$ cat src/chc_regs.svh
// Purpose: Offsets, field positions, reset values and bus constants of the charger configuration bank
// Assumes: Included by every design file that touches the bank
// Notes:   Definitions only
`ifndef CHC_REGS_SVH
`define CHC_REGS_SVH

`define CHC_DEV_ADDR          7'h6a
`define CHC_OFS_INPUT_CONTROL 8'h05
`define CHC_OFS_FAST_CHARGE   8'h06
`define CHC_OFS_INPUT_LIMIT   8'h07

`define CHC_RST_INPUT_CONTROL 8'h00
`define CHC_RST_FAST_CHARGE   8'h4a
`define CHC_RST_INPUT_LIMIT   8'h14

`define CHC_BIT_SUSPEND       0
`define CHC_BIT_MON_DIS       1
`define CHC_CTL_USED_MSB      1
`define CHC_TIMER_MSB         7
`define CHC_TIMER_LSB         5
`define CHC_CC_MSB            4
`define CHC_BIT_RESTART       6
`define CHC_IL_MSB            5

`define CHC_WP_UNLOCK         2'h3

`define CHC_CC_FLOOR_CODE     5'h05
`define CHC_CC_FLOOR_MA       11'h0fa
`define CHC_CC_STEP_MA        11'h032
`define CHC_TIMER_OFFSET_HRS  4'h3
`define CHC_IL_FLOOR_CODE     6'h09
`define CHC_IL_FLOOR_MA       11'h064
`define CHC_IL_STEP_MA        11'h019
`define CHC_IL_TOP_CODE       6'h3c
`define CHC_IL_OFF_CODE       6'h3f
`define CHC_IL_THR_PCT        18'h0005f
`define CHC_PCT_DIV           18'h00064
`define CHC_BIT_COUNT         4'h8

`endif

$ cat src/chc_pkg.sv
// Purpose: Types shared by the charger configuration bank
// Assumes: Nothing
// Notes:   One-hot serial target states
package chc_pkg;
	typedef enum logic [6:0] {
		ST_IDLE     = 7'b0000001,
		ST_ADDR     = 7'b0000010,
		ST_ADDR_ACK = 7'b0000100,
		ST_WBYTE    = 7'b0001000,
		ST_WACK     = 7'b0010000,
		ST_RBYTE    = 7'b0100000,
		ST_RACK     = 7'b1000000
	} chc_state_t;
endpackage : chc_pkg

$ cat src/chc_setting_decode.sv
// Purpose: Turns register codes into the current, timer and limit settings the analog loops use
// Assumes: Enable inputs come from logic on the same clock
// Notes:   One cycle of latency, all outputs registered
`timescale 1ns/1ps
`include "chc_regs.svh"
module chc_setting_decode import chc_pkg::*; (
	input  wire logic        i_core_clk,
	input  wire logic        i_rst_n,
	input  wire logic [4:0]  i_cc_code,
	input  wire logic [2:0]  i_timer_code,
	input  wire logic [5:0]  i_il_code,
	input  wire logic        i_charger_enabled,
	input  wire logic        i_converter_on,
	output logic      [10:0] o_charge_current_ma,
	output logic      [3:0]  o_timer_hours,
	output logic      [10:0] o_input_limit_ma,
	output logic      [10:0] o_input_limit_threshold_ma,
	output logic             o_input_limit_off
);
	function automatic logic [10:0] cc_ma(input logic [4:0] c);
		cc_ma = (c <= `CHC_CC_FLOOR_CODE) ? `CHC_CC_FLOOR_MA : 11'(c * `CHC_CC_STEP_MA);
	endfunction : cc_ma

	// Codes above the last listed step hold the top limit rather than wrap
	function automatic logic [10:0] il_ma(input logic [5:0] c);
		if (c <= `CHC_IL_FLOOR_CODE)
			il_ma = `CHC_IL_FLOOR_MA;
		else if (c >= `CHC_IL_TOP_CODE)
			il_ma = 11'(`CHC_IL_TOP_CODE * `CHC_IL_STEP_MA);
		else
			il_ma = 11'(c * `CHC_IL_STEP_MA);
	endfunction : il_ma

	logic [10:0] cc_q, cc_d, il_q, il_d, thr_q, thr_d;
	logic [3:0]  hrs_q, hrs_d;
	logic        off_q, off_d;
	logic [17:0] thr_full;

	always_comb begin
		thr_full = 18'(il_ma(i_il_code)) * `CHC_IL_THR_PCT;
		cc_d     = i_charger_enabled ? cc_ma(i_cc_code) : 11'h000;
		hrs_d    = (i_timer_code == 3'h0) ? 4'h0 : 4'({1'b0, i_timer_code}) + `CHC_TIMER_OFFSET_HRS;
		off_d    = i_converter_on && (i_il_code == `CHC_IL_OFF_CODE);
		il_d     = (i_converter_on && !off_d) ? il_ma(i_il_code) : 11'h000;
		thr_d    = (i_converter_on && !off_d) ? 11'(thr_full / `CHC_PCT_DIV) : 11'h000;
	end

	always_ff @(posedge i_core_clk or negedge i_rst_n) begin
		if (!i_rst_n) begin
			cc_q  <= 11'h000;
			hrs_q <= 4'h0;
			il_q  <= 11'h000;
			thr_q <= 11'h000;
			off_q <= 1'b0;
		end else begin
			cc_q  <= cc_d;
			hrs_q <= hrs_d;
			il_q  <= il_d;
			thr_q <= thr_d;
			off_q <= off_d;
		end
	end

	assign o_charge_current_ma        = cc_q;
	assign o_timer_hours              = hrs_q;
	assign o_input_limit_ma           = il_q;
	assign o_input_limit_threshold_ma = thr_q;
	assign o_input_limit_off          = off_q;
endmodule : chc_setting_decode

$ cat src/chc_config_regs.sv
// Purpose: Serial-bus target holding the charger input, fast-charge and input-limit configuration
// Assumes: Bus clock well below core clock; standby and safeout inputs come from another power domain
// Notes:   Pins pass two flops before use, so each bus edge is seen two core cycles late
`timescale 1ns/1ps
`include "chc_regs.svh"
// Functional notes
// - Suspend bit one enters low-current standby
// - Monitor-disable bit stops input voltage monitoring
// - Charge code gives 250mA to 1550mA
// - Charge field bits 4:0, default 500mA
// - Timer code zero disables, else 4-10 hours
// - Timer field bits 7:5, default five hours
// - Restart bit: -150mV zero, -100mV one
// - Six-bit input limit, default 500mA
// - Standby loss or power-good rise restores defaults
// - Low codes 100mA, 25mA steps, top disables
module chc_config_regs import chc_pkg::*; (
	input  wire logic        i_core_clk,
	input  wire logic        i_rst_n,
	input  wire logic        i_scl,
	input  wire logic        i_sda,
	output logic             o_sda_out,
	output logic             o_sda_oe,
	input  wire logic        i_standby_supply_valid,
	input  wire logic        i_safeout_power_good,
	input  wire logic [1:0]  i_write_protect_key,
	input  wire logic        i_charger_enabled,
	input  wire logic        i_converter_on,
	output logic             o_suspend_select,
	output logic             o_input_monitor_disable,
	output logic             o_restart_threshold_sel,
	output logic      [10:0] o_charge_current_ma,
	output logic      [3:0]  o_fast_charge_timer_hours,
	output logic      [10:0] o_input_limit_ma,
	output logic      [10:0] o_input_limit_threshold_ma,
	output logic             o_input_limit_off
);
	function automatic logic [7:0] rd_word(input logic [7:0] p, input logic [7:0] c,
		input logic [7:0] f, input logic [7:0] l);
		case (p)
			`CHC_OFS_INPUT_CONTROL: rd_word = c;
			`CHC_OFS_FAST_CHARGE:   rd_word = f;
			`CHC_OFS_INPUT_LIMIT:   rd_word = l;
			default:                rd_word = 8'h00;
		endcase
	endfunction : rd_word

	logic       scl_m, scl_q, scl_p, sda_m, sda_q, sda_p;
	logic       stby_m, stby_q, pg_m, pg_q, pg_p;
	logic       scl_rise, scl_fall, bus_start, bus_stop, pg_rise, unlocked, force_dflt;

	// Synchronisers; the first stage of each feeds only the second
	always_ff @(posedge i_core_clk or negedge i_rst_n) begin
		if (!i_rst_n) begin
			{scl_m, scl_q, scl_p} <= 3'h7;
			{sda_m, sda_q, sda_p} <= 3'h7;
			{stby_m, stby_q}      <= 2'h0;
			{pg_m, pg_q, pg_p}    <= 3'h0;
		end else begin
			{scl_m, scl_q, scl_p} <= {i_scl, scl_m, scl_q};
			{sda_m, sda_q, sda_p} <= {i_sda, sda_m, sda_q};
			{stby_m, stby_q}      <= {i_standby_supply_valid, stby_m};
			{pg_m, pg_q, pg_p}    <= {i_safeout_power_good, pg_m, pg_q};
		end
	end

	assign scl_rise   = scl_q && !scl_p;
	assign scl_fall   = !scl_q && scl_p;
	assign bus_start  = scl_q && scl_p && sda_p && !sda_q;
	assign bus_stop   = scl_q && scl_p && !sda_p && sda_q;
	assign pg_rise    = pg_q && !pg_p;
	assign force_dflt = !stby_q || pg_rise;
	assign unlocked   = (i_write_protect_key == `CHC_WP_UNLOCK);

	chc_state_t st_q, st_d;
	logic [3:0] cnt_q, cnt_d;
	logic [7:0] sr_q, sr_d, tx_q, tx_d, ptr_q, ptr_d, rdv;
	logic       pph_q, pph_d, rw_q, rw_d, oe_q, oe_d, nack_q, nack_d, wr_en;
	logic [7:0] ctl_q, ctl_d, fcc_q, fcc_d, ilc_q, ilc_d;

	always_comb begin
		rdv    = rd_word(ptr_q, ctl_q, fcc_q, ilc_q);
		st_d   = st_q;
		cnt_d  = cnt_q;
		sr_d   = sr_q;
		tx_d   = tx_q;
		ptr_d  = ptr_q;
		pph_d  = pph_q;
		rw_d   = rw_q;
		oe_d   = oe_q;
		nack_d = nack_q;
		wr_en  = 1'b0;
		if (bus_stop) begin
			st_d = ST_IDLE;
			oe_d = 1'b0;
		end else if (bus_start) begin
			st_d  = ST_ADDR;
			cnt_d = 4'h0;
			pph_d = 1'b1;
			oe_d  = 1'b0;
		end else begin
			case (st_q)
				ST_ADDR, ST_WBYTE: begin
					if (scl_rise && cnt_q != `CHC_BIT_COUNT) begin
						sr_d  = {sr_q[6:0], sda_q};
						cnt_d = cnt_q + 4'h1;
					end else if (scl_fall && cnt_q == `CHC_BIT_COUNT) begin
						if (st_q == ST_ADDR) begin
							// Other targets' traffic is ignored until the next start
							if (sr_q[7:1] == `CHC_DEV_ADDR) begin
								oe_d = 1'b1;
								rw_d = sr_q[0];
								st_d = ST_ADDR_ACK;
							end else begin
								st_d = ST_IDLE;
							end
						end else begin
							oe_d = 1'b1;
							st_d = ST_WACK;
							if (pph_q) begin
								ptr_d = sr_q;
								pph_d = 1'b0;
							end else begin
								wr_en = 1'b1;
								ptr_d = ptr_q + 8'h01;
							end
						end
					end
				end
				ST_ADDR_ACK, ST_WACK: begin
					if (scl_fall) begin
						cnt_d = 4'h0;
						if (st_q == ST_ADDR_ACK && rw_q) begin
							tx_d  = rdv;
							ptr_d = ptr_q + 8'h01;
							oe_d  = !rdv[7];
							st_d  = ST_RBYTE;
						end else begin
							oe_d = 1'b0;
							st_d = ST_WBYTE;
						end
					end
				end
				ST_RBYTE: begin
					if (scl_rise) begin
						cnt_d = cnt_q + 4'h1;
					end else if (scl_fall) begin
						if (cnt_q == `CHC_BIT_COUNT) begin
							oe_d = 1'b0;
							st_d = ST_RACK;
						end else begin
							tx_d = {tx_q[6:0], 1'b0};
							oe_d = !tx_q[6];
						end
					end
				end
				ST_RACK: begin
					if (scl_rise) begin
						nack_d = sda_q;
					end else if (scl_fall) begin
						if (nack_q) begin
							st_d = ST_IDLE;
						end else begin
							tx_d  = rdv;
							ptr_d = ptr_q + 8'h01;
							oe_d  = !rdv[7];
							cnt_d = 4'h0;
							st_d  = ST_RBYTE;
						end
					end
				end
				default: begin
					st_d = ST_IDLE;
					oe_d = 1'b0;
				end
			endcase
		end
	end

	always_ff @(posedge i_core_clk or negedge i_rst_n) begin
		if (!i_rst_n) begin
			st_q   <= ST_IDLE;
			cnt_q  <= 4'h0;
			sr_q   <= 8'h00;
			tx_q   <= 8'h00;
			ptr_q  <= 8'h00;
			pph_q  <= 1'b0;
			rw_q   <= 1'b0;
			oe_q   <= 1'b0;
			nack_q <= 1'b0;
		end else begin
			st_q   <= st_d;
			cnt_q  <= cnt_d;
			sr_q   <= sr_d;
			tx_q   <= tx_d;
			ptr_q  <= ptr_d;
			pph_q  <= pph_d;
			rw_q   <= rw_d;
			oe_q   <= oe_d;
			nack_q <= nack_d;
		end
	end

	// Power events override a write landing in the same cycle
	always_comb begin
		ctl_d = ctl_q;
		fcc_d = fcc_q;
		ilc_d = ilc_q;
		if (wr_en) begin
			case (ptr_q)
				`CHC_OFS_INPUT_CONTROL: ctl_d = {6'h00, sr_q[`CHC_CTL_USED_MSB:0]};
				`CHC_OFS_FAST_CHARGE: if (unlocked) fcc_d = sr_q;
				`CHC_OFS_INPUT_LIMIT: if (unlocked) ilc_d = {1'b0, sr_q[6:0]};
				default: ;
			endcase
		end
		if (force_dflt) begin
			ctl_d = `CHC_RST_INPUT_CONTROL;
			fcc_d = `CHC_RST_FAST_CHARGE;
			ilc_d = `CHC_RST_INPUT_LIMIT;
		end
	end

	always_ff @(posedge i_core_clk or negedge i_rst_n) begin
		if (!i_rst_n) begin
			ctl_q <= `CHC_RST_INPUT_CONTROL;
			fcc_q <= `CHC_RST_FAST_CHARGE;
			ilc_q <= `CHC_RST_INPUT_LIMIT;
		end else begin
			ctl_q <= ctl_d;
			fcc_q <= fcc_d;
			ilc_q <= ilc_d;
		end
	end

	assign o_sda_out               = 1'b0;
	assign o_sda_oe                = oe_q;
	assign o_suspend_select        = ctl_q[`CHC_BIT_SUSPEND];
	assign o_input_monitor_disable = ctl_q[`CHC_BIT_MON_DIS];
	assign o_restart_threshold_sel = ilc_q[`CHC_BIT_RESTART];

	chc_setting_decode u_decode (
		.i_core_clk                 (i_core_clk),
		.i_rst_n                    (i_rst_n),
		.i_cc_code                  (fcc_q[`CHC_CC_MSB:0]),
		.i_timer_code               (fcc_q[`CHC_TIMER_MSB:`CHC_TIMER_LSB]),
		.i_il_code                  (ilc_q[`CHC_IL_MSB:0]),
		.i_charger_enabled          (i_charger_enabled),
		.i_converter_on             (i_converter_on),
		.o_charge_current_ma        (o_charge_current_ma),
		.o_timer_hours              (o_fast_charge_timer_hours),
		.o_input_limit_ma           (o_input_limit_ma),
		.o_input_limit_threshold_ma (o_input_limit_threshold_ma),
		.o_input_limit_off          (o_input_limit_off)
	);
endmodule : chc_config_regs

$ cat config.mk
export PLATFORM = sky130hd
export DESIGN_NAME = chc_config_regs
export DESIGN_NICKNAME = d
export VERILOG_FILES = /design/src/chc_pkg.sv /design/src/chc_setting_decode.sv /design/src/chc_config_regs.sv
export VERILOG_INCLUDE_DIRS = /design/src
export SDC_FILE = /design/constraint.sdc
export NUM_CORES = 1
export LEC_CHECK = 0
export ABC_AREA = 1
export BUFFER_PORTS_ARGS = -buffer_cell sky130_fd_sc_hd__buf_2
export CORE_ASPECT_RATIO = 1.5
export CORE_MARGIN = 2
export CORE_UTILIZATION = 65
export DETAILED_ROUTE_END_ITERATION = 10
export PLACE_DENSITY = 0.82
export RECOVER_POWER = 50
export SETUP_SLACK_MARGIN = 0.15
export SLEW_MARGIN = 20
export SYNTH_ARGS = -nofsm -noshare
export SYNTH_HDL_FRONTEND = slang
export SYNTH_SLANG_ARGS = --single-unit
export TNS_END_PERCENT = 50
$ cat constraint.sdc
create_clock -name i_core_clk -period 16.7 [get_ports i_core_clk]
set_clock_uncertainty 0.05 [all_clocks]
set_input_delay 3.34 -clock i_core_clk [delete_from_list [all_inputs] [get_ports i_core_clk]]
set_output_delay 3.34 -clock i_core_clk [all_outputs]
set_load 0.05 [all_outputs]
Word-level counts from Yosys, hierarchy flattened
Index checks and enable logic that the tools add are counted.

storage, ports and cells
  bits of input ports = 10
  bits in registers = 111
  bits in read-only memories = 0
  memories = 0
  memory bits (writable) = 0
  latch bits = 0
  output and inout port bits = 43

cells by class
  shift-type cells = 0
  bitwise operators = 3
  divide/modulo/power cells = 1
  order comparisons = 3
  $add $sub $neg = 3
  eq/ne operators = 43
  mux-type cells = 88
  reductions and logical operators = 48
  $mul = 3

operators by type and width
  operator                                                               count
  8-bit two-way mux                                                      20
  7-bit two-way mux                                                      19
  11-bit two-way mux                                                     6
  8-bit one-hot mux with 3 select lines                                  2
  4-bit inequality test, second input constant                           10
  4-bit two-way mux                                                      8
  7-bit one-hot mux with 4 select lines                                  1
  1-bit two-way mux                                                      26
  2-bit inequality test, second input constant                           13
  8-bit by 3-bit equality test with 1-bit output, second input constant  3
  11-bit AND reduction                                                   2
  7-bit one-hot mux with 3 select lines                                  1
  18-bit by 7-bit divider with 18-bit output, second input constant      1
  11-bit by 7-bit multiplier with 18-bit output, second input constant   1
  3-bit inequality test, second input constant                           6
  4-bit one-hot mux with 4 select lines                                  1
  8-bit AND reduction                                                    2
  7-bit equality test, second input constant                             2
  2-bit nonzero test                                                     7
  1-bit logical AND                                                      13
  6-bit two-way mux                                                      2
  6-bit by 5-bit multiplier with 11-bit output, second input constant    1
  5-bit by 5-bit multiplier with 10-bit output, second input constant    1
  1-bit zero test                                                        9
  other kinds (29)                                                       35

Depth between registers and ports, before layout
Gate-level depths: netlist of run 1.

  word-level depth = 10
  mapped depth = 87
  gate-level depth less buffers = 87

Modules after synthesis
Synthesis of run 1 repeated with hierarchy kept, for this count alone.

unflattened totals
  cells, all modules = 1356
  area total of the unflattened synthesis = 9859.5 um^2

modules (own cells, without submodules)
  module              area each (um^2)  cells an instance  instances
  chc_setting_decode  6059.6            834                1
  chc_config_regs     3799.9            522                1

Worst setup path after synthesis of run 1
Ideal clock, no wire load.

  kind = reg2reg
  from = reg ilc_q[2]
  to = reg u_decode.thr_q[0] (netlist: u_decode.o_input_limit_threshold_ma[0])
  path slack = 6.543 ns
  arrival = 9.973 ns
  stages on the path, launching flop included = 80
  cell sequence = dfstp_2 -> inv_1 -> ha_1 -> inv_1 -> ha_1 -> ha_1 -> ha_1 -> a21oi_1 -> and2_1 -> inv_1 -> a21oi_1 -> o21ai_0 -> xor2_1 -> nand2_1 -> inv_1 -> fa_1 -> fa_1 -> fa_1 -> (+44 left out) -> nand2_2 -> nand2_2 -> nor2_4 -> nand2_4 -> nand2_4 -> nand3_1 -> nand2_1 -> nand2_2 -> o21ai_1 -> nand2_2 -> nor2_2 -> nand2_2 -> nand2_1 -> nand2_1 -> nand2_1 -> inv_1 -> nand3_1 -> a21oi_2

between the ends
  longest elaborated chain between the ends = 6

RTL lines
  what                                                                                                         RTL line                  RTL
  start: declaration                                                                                           chc_config_regs.sv:79     logic [7:0] ctl_q, ctl_d, fcc_q, fcc_d, ilc_q, ilc_d;
  start signal: assignment                                                                                     chc_config_regs.sv:228    ilc_q <= `CHC_RST_INPUT_LIMIT;
  start signal: assignment                                                                                     chc_config_regs.sv:232    ilc_q <= ilc_d;
  6-bit by 5-bit multiplier with 11-bit output (no source line) / 6-bit >= comparator (equally long branches)  n/a
  11-bit two-way mux                                                                                           chc_setting_decode.sv:28  else if (c >= `CHC_IL_TOP_CODE)
  11-bit two-way mux                                                                                           chc_setting_decode.sv:26  if (c <= `CHC_IL_FLOOR_CODE)
  11-bit by 7-bit multiplier with 18-bit output (no source line)                                               n/a
  18-bit by 7-bit divider with 18-bit output (no source line)                                                  n/a
  11-bit two-way mux (*)                                                                                       chc_setting_decode.sv:45  thr_d = (i_converter_on && !off_d) ? 11'(thr_full / `CHC_PCT_DIV) : 11'h000;
  via u_decode.thr_d[0]                                                                                        chc_setting_decode.sv:34  logic [10:0] cc_q, cc_d, il_q, il_d, thr_q, thr_d;
  end signal: assignment                                                                                       chc_setting_decode.sv:59  thr_q <= thr_d;
  end: declaration                                                                                             chc_setting_decode.sv:34

Mark *: on every way through the listed nets, which the timed path passes. The rest lies on a longest branch.
A chain may end at the register's enable or synchronous reset.

Final worst setup path of run 1
Ends and elaborated chain as after synthesis.

==> results of run 1 <==
==> metal layers <==
layer	vias to the layer above	track usage	part of all wire
met3	70	0.0404	0.036
met4	0	0.111	0.039
met1	3775	0.302	0.38
met2	220	0.528	0.55
li1	4053	-	-
met5	-	0	0
==> worst max-delay path, delay by kind of cell, from the launching register on <==
kind                       cells  cell delay [ns]
xor gates and xnor gates       1             0.15
and+or+nand+nor               50             5.26
adders and majority gates      9             3.61
DFF                            1             0.57
buffers and inverters          9             0.61
AOI/OAI and AO/OA              6             0.91
==> flip-flops by register name, summed over array words and instances (netlist names), 2 cells and up <==
name                                 count
fcc_q                                    8
u_decode.o_charge_current_ma            10
ptr_q                                    8
ctl_q                                    2
u_decode.o_timer_hours                   4
u_decode.o_input_limit_ma               11
tx_q                                     7
u_decode.o_input_limit_threshold_ma     11
ilc_q                                    7
cnt_q                                    4
sr_q                                     8
st_q                                     7
==> metrics by stage <==
stage,util,hold WS [ns],cell area (sq um),cells,worst slack (ns)
floorplan,-,0.281,9330,1223,6.54
global placement,0.701,0.284,9810,1460,5.65
detailed placement,0.701,0.288,9810,1460,5.46
CTS,0.721,0.304,10100,1476,5.39
global route,0.721,0.308,10100,1477,4.39
finish,0.721,0.302,10100,1477,5.35
==> final timing paths <==
kind	start	endpoint	slack, ns	cells after the start
max in group asynchronous	i_rst_n	st_q[0]$_DFFE_PN1P_	11.52	3
min in group asynchronous	i_rst_n	stby_m$_DFF_PN0_	3.16	1
hold reg to reg	stby_m$_DFF_PN0_	stby_q$_DFF_PN0_	0.30	0
setup reg to reg	ilc_q[2]$_DFFE_PN1P_	u_decode.o_input_limit_threshold_ma[0]$_DFF_PN0_	5.35	75
hold / removal	stby_m$_DFF_PN0_	stby_q$_DFF_PN0_	0.30	0
setup / recovery	ilc_q[2]$_DFFE_PN1P_	u_decode.o_input_limit_threshold_ma[0]$_DFF_PN0_	5.35	75
==> placed cells by master, fill, tap and decap left out, types with 4 or more instances in the layout <==
cell type,count
nand3_2,4
o31ai_1,4
nand2_4,20
nand4_2,7
dfstp_2,9
o21ai_1,4
nand4_1,19
o22ai_1,15
nor2_1,81
xor2_1,13
buf_2,47
nor2_4,8
a31oi_1,6
xnor2_1,7
nand2_1,276
ha_1,99
nor4_1,6
or2_2,4
nand2_2,40
clkbuf_16,9
dfrtp_1,91
nand3_1,90
o21ai_0,53
o211ai_1,6
a21oi_1,40
fa_1,34
clkbuf_1,7
inv_1,202
inv_2,17
nor3_1,15
==> area by class of cell <==
type,count,area [sq um]
multi-input cells,891,5870
fillers,1151,3900
flip-flops and latches,103,2590
inverters,221,830
repair buffers,54,289
well taps,192,240
clock buffers,11,233
clock inverters,5,41.3
==> cell families after synthesis <==
kind of cell,after synthesis
AND/OR/NAND/NOR,585
buffers and inverters,229
AO/OA/AOI/OAI,148
adder cells (fa/ha/maj),133
flip-flops,103
XOR/XNOR,20
multiplexers,3
other,1
==> report_power, final <==
part,internal [uW],switching [uW],total (uW)
clock network,103,95.9,199
logic,8.34,27.0,35.3
registers,258,4.11,262
==> flow_summary.toml, run 1 <==
[logic_synthesis]
synth-edff-count = 0
ys_seq_area_frac = 0.278
synth_top_family_by_area = "simple AND/OR/NAND/NOR gates"
synth_cell_types = 54
synth_top_area_cell = "dfrtp_1"
yosysWarnings = 0
synth.most_common_cell = "nand2_1"
synthMuxAreaShare = 0.00322
syn_inst = 1222
async_reset_ff_frac = 1.00
synth_fa_ha_area_frac = 0.206
ys_seq_elements = 103
synth_compound_area_frac = 0.0928
synth-xor-area-share = 0.0188
netlist.area_leader.share = 0.244
syn_area_sq_um = 9330
avgSynthCellArea_sq_um = 7.63
synth_ff_type = "dfrtp_1"
synth-simple-area-share = 0.308
synthTopCellsByCount = "nand2_1, inv_1, ha_1"
synth.area.top_cells = "dfrtp_1, ha_1, nand2_1"

[die]
core_area_sq_um = 14000
start_util = 0.666
die_w_um = 102
rows = 53
die-area_sq_um = 15300
fp.dieH_um = 151
ios = 53

[placement]
place_congestion = 0.934
dp_hpwl_um = 16100
portBuffers = 50

[drt]
num_vias = 8118
routed_wl_um = 20500
drcViolationCount = 0
wl_per_cell_um = 13.9
drt-initial-drc-count = 333
via_per_inst = 5.50
ant_nets = 0
dr.pass1.iters = 5

[cts]
h-tree-depth = 3
clk_latency_ns = 0.35
tritoncts = "done"
cts-buffers-inserted = 9
cts.path.max_buffers = 2
cts_sinks = 103
ctsResizeCount = 0
postCtsSetupBuffers = 0
clk_pin_slew_worst_paths_ns = 0.07
cts-hold-fix-buffers = 0
cts_root_buf = "clkbuf_16"

[worst_hold_path]
hp-class = "flip-flop to flip-flop"

[grt]
grt_pass1_wl_um = 34500
grt_start_max_net_pins = 81
grt_pass1_vias = 7939
grt.overflow.total = 0
track_usage = 0.278
antenna_found_initial = 0

[setup_path]
arrival_ns = 11.49
start_kind = "flip-flop"
critPathKind = "flip-flop to flip-flop"
slowest_stage = "dfstp_2"
end_kind = "flip-flop"
cpPeakStageDelay_ns = 0.57
path_max_fanout = 8
cp.required_ns = 16.84

[timing]
finalCritPeriodShare = 0.680
rsz0062_at_grt = "no"
fmax_mhz = 88.1
setup_tns_ns = 0
tightest_slew_ns = 1.26
setup_viol = 0
hold_viol = 0
slew_violations = 0
timing.final.crit_period_ns = 11.35
relSlewSlack = 0.162

[power]
ir_drop_v = 0.0000508
powerDensity_nw_per_um2 = 49.1
power_uw = 496
p_leak_uw = 0.00536

[final_layout]
drive_gt1_frac = 0.143
nNetsFinal = 1423
num_antenna_cells = 0
area_growth_pct = 8.25

[job]
maxCapViolCount = 0

[outcome]
status = "finished clean"
No activity file was read; power rests on OpenSTA's default activity.
==> inputs of run 2 (changes only) <==
Settings changed: CORE_UTILIZATION 65 to 63, PLACE_DENSITY 0.82 to 0.8.
Clock period 16.7 ns to 11.6 ns, I/O delays scaled along.
==> run 2 against run 1 <==
Net effect:
- critical path depth grew 1
- non-clock buffer count grew 20
- clock-buffer cell count shrank 1
- critical path type unchanged
- critical endpoint unchanged
==> flow_summary.toml, run 2 (same netlist as run 1, synthesis figures left out) <==
[final_layout]
drive_gt1_frac = 0.212
area_growth_pct = 15.6
final_util = 0.742
most-common-layout-cells = "nand2_1, inv_1, dfrtp_1"
nNetsFinal = 1443
num_antenna_cells = 0
layout_commonest_cell = "nand2_1"
fillers = 1112

[outcome]
status = "finished clean"

[drt]
drcViolationCount = 0
drt-initial-drc-count = 463
ant_nets = 0
wl_per_cell_um = 15.3
num_vias = 8460
routed_wl_um = 23000
via_per_inst = 5.64
dr.pass1.iters = 6

[setup_path]
cp.required_ns = 11.76
critPathKind = "flip-flop to flip-flop"
start_kind = "flip-flop"
path_max_fanout = 8
end_kind = "flip-flop"
slowest_stage = "dfstp_1"
cp_num_buf_inv = 11
cpMostUsedCell = "nand2_4"
arrival_ns = 11.17
cp_top_family = "simple AND/OR/NAND/NOR gates"
cpPeakStageDelay_ns = 0.60

[timing]
slew_violations = 0
finalCritPeriodShare = 0.949
tightest_slew_ns = 1.27
timing.final.crit_period_ns = 11.01
fmax_mhz = 90.8
setup_tns_ns = 0
setup_viol = 0
hold_viol = 0
hold_slack_ns = 0.307
relSlewSlack = 0.150

[cts]
cts_root_buf = "clkbuf_16"
cts-hold-fix-buffers = 0
cts-buffers-inserted = 9
h-tree-depth = 3
cts_sinks = 103
clk_latency_ns = 0.35
clk_pin_slew_worst_paths_ns = 0.07
tritoncts = "done"
cts.path.max_buffers = 2

[grt]
grt_start_max_net_pins = 83
grt_pass1_wl_um = 35500
grt_pass1_vias = 8124
track_usage = 0.278
antenna_found_initial = 0
grt.overflow.total = 0

[die]
fp.dieH_um = 153
die-area_sq_um = 15800
die_w_um = 103
ios = 53
rows = 54
start_util = 0.642
core_area_sq_um = 14500

[placement]
place_congestion = 0.993
portBuffers = 50
dp_hpwl_um = 16500

[job]
maxCapViolCount = 0

[power]
p_leak_uw = 0.00553
ir_drop_v = 0.0000579
powerDensity_nw_per_um2 = 70.0

[worst_hold_path]
hp-class = "flip-flop to flip-flop"
-- run 2: timing repair --
| action | CTS | global route |
|---|---|---|
| gates resized for setup | 0 | 102 |
| setup buffers | 0 | 22 |
| endpoints found under the setup margin | 0 | 3 |
-- run 2: stage by stage --
step                      setup slack [ns]  power [uW]  area (sq um)  cells
final                                0.590         755         10800   1501
after global routing               -0.0888         784         10800   1501
after CTS                            0.226         759         10100   1479
after detailed placement             0.261         435          9820   1463
after global placement               0.474         432          9810   1463
after floorplan                       1.44         415          9330   1223
-- run 2: path summary, 6_finish.rpt --
check / start / to / slack, ns / cells after the start
worst max-delay path: ilc_q[2]$_DFFE_PN1P_ / u_decode.o_input_limit_threshold_ma[0]$_DFF_PN0_ / 0.59 / 76
worst min-delay path: stby_m$_DFF_PN0_ / stby_q$_DFF_PN0_ / 0.31 / 0
worst max register to register: ilc_q[2]$_DFFE_PN1P_ / u_decode.o_input_limit_threshold_ma[0]$_DFF_PN0_ / 0.59 / 76
worst min register to register: stby_m$_DFF_PN0_ / stby_q$_DFF_PN0_ / 0.31 / 0
max in group asynchronous: i_rst_n / st_q[5]$_DFFE_PN0P_ / 8.00 / 2
min in group asynchronous: i_rst_n / u_decode.o_charge_current_ma[9]$_DFF_PN0_ / 2.17 / 1
-- run 2: final cells by class --
type                            count  area [sq um]  area share
Multi-Input combinational cell    891          6350       0.589
Sequential cell                   103          2590       0.240
Inverter                          221           836      0.0775
Timing Repair Buffer               74           430      0.0399
Tap cell                          196           245      0.0227
Clock buffer                       10           239      0.0222
Clock inverter                      6          87.6     0.00812
-- run 2: where the power goes --
part | leakage [uW] | total, uW | switching [uW] | internal, uW
clock | 0.000157 | 328 | 148 | 180
sequential | 0.00132 | 376 | 5.79 | 371
combinational | 0.00406 | 50.8 | 39.4 | 11.4
total | 0.00553 | 755 | 194 | 562
-- run 2: layer usage --
layer	vias up	share of wire	track usage
li1	4081	-	-
met1	4037	0.37	0.306
met2	245	0.55	0.522
met3	97	0.031	0.0270
met4	0	0.047	0.120
met5	-	0	0
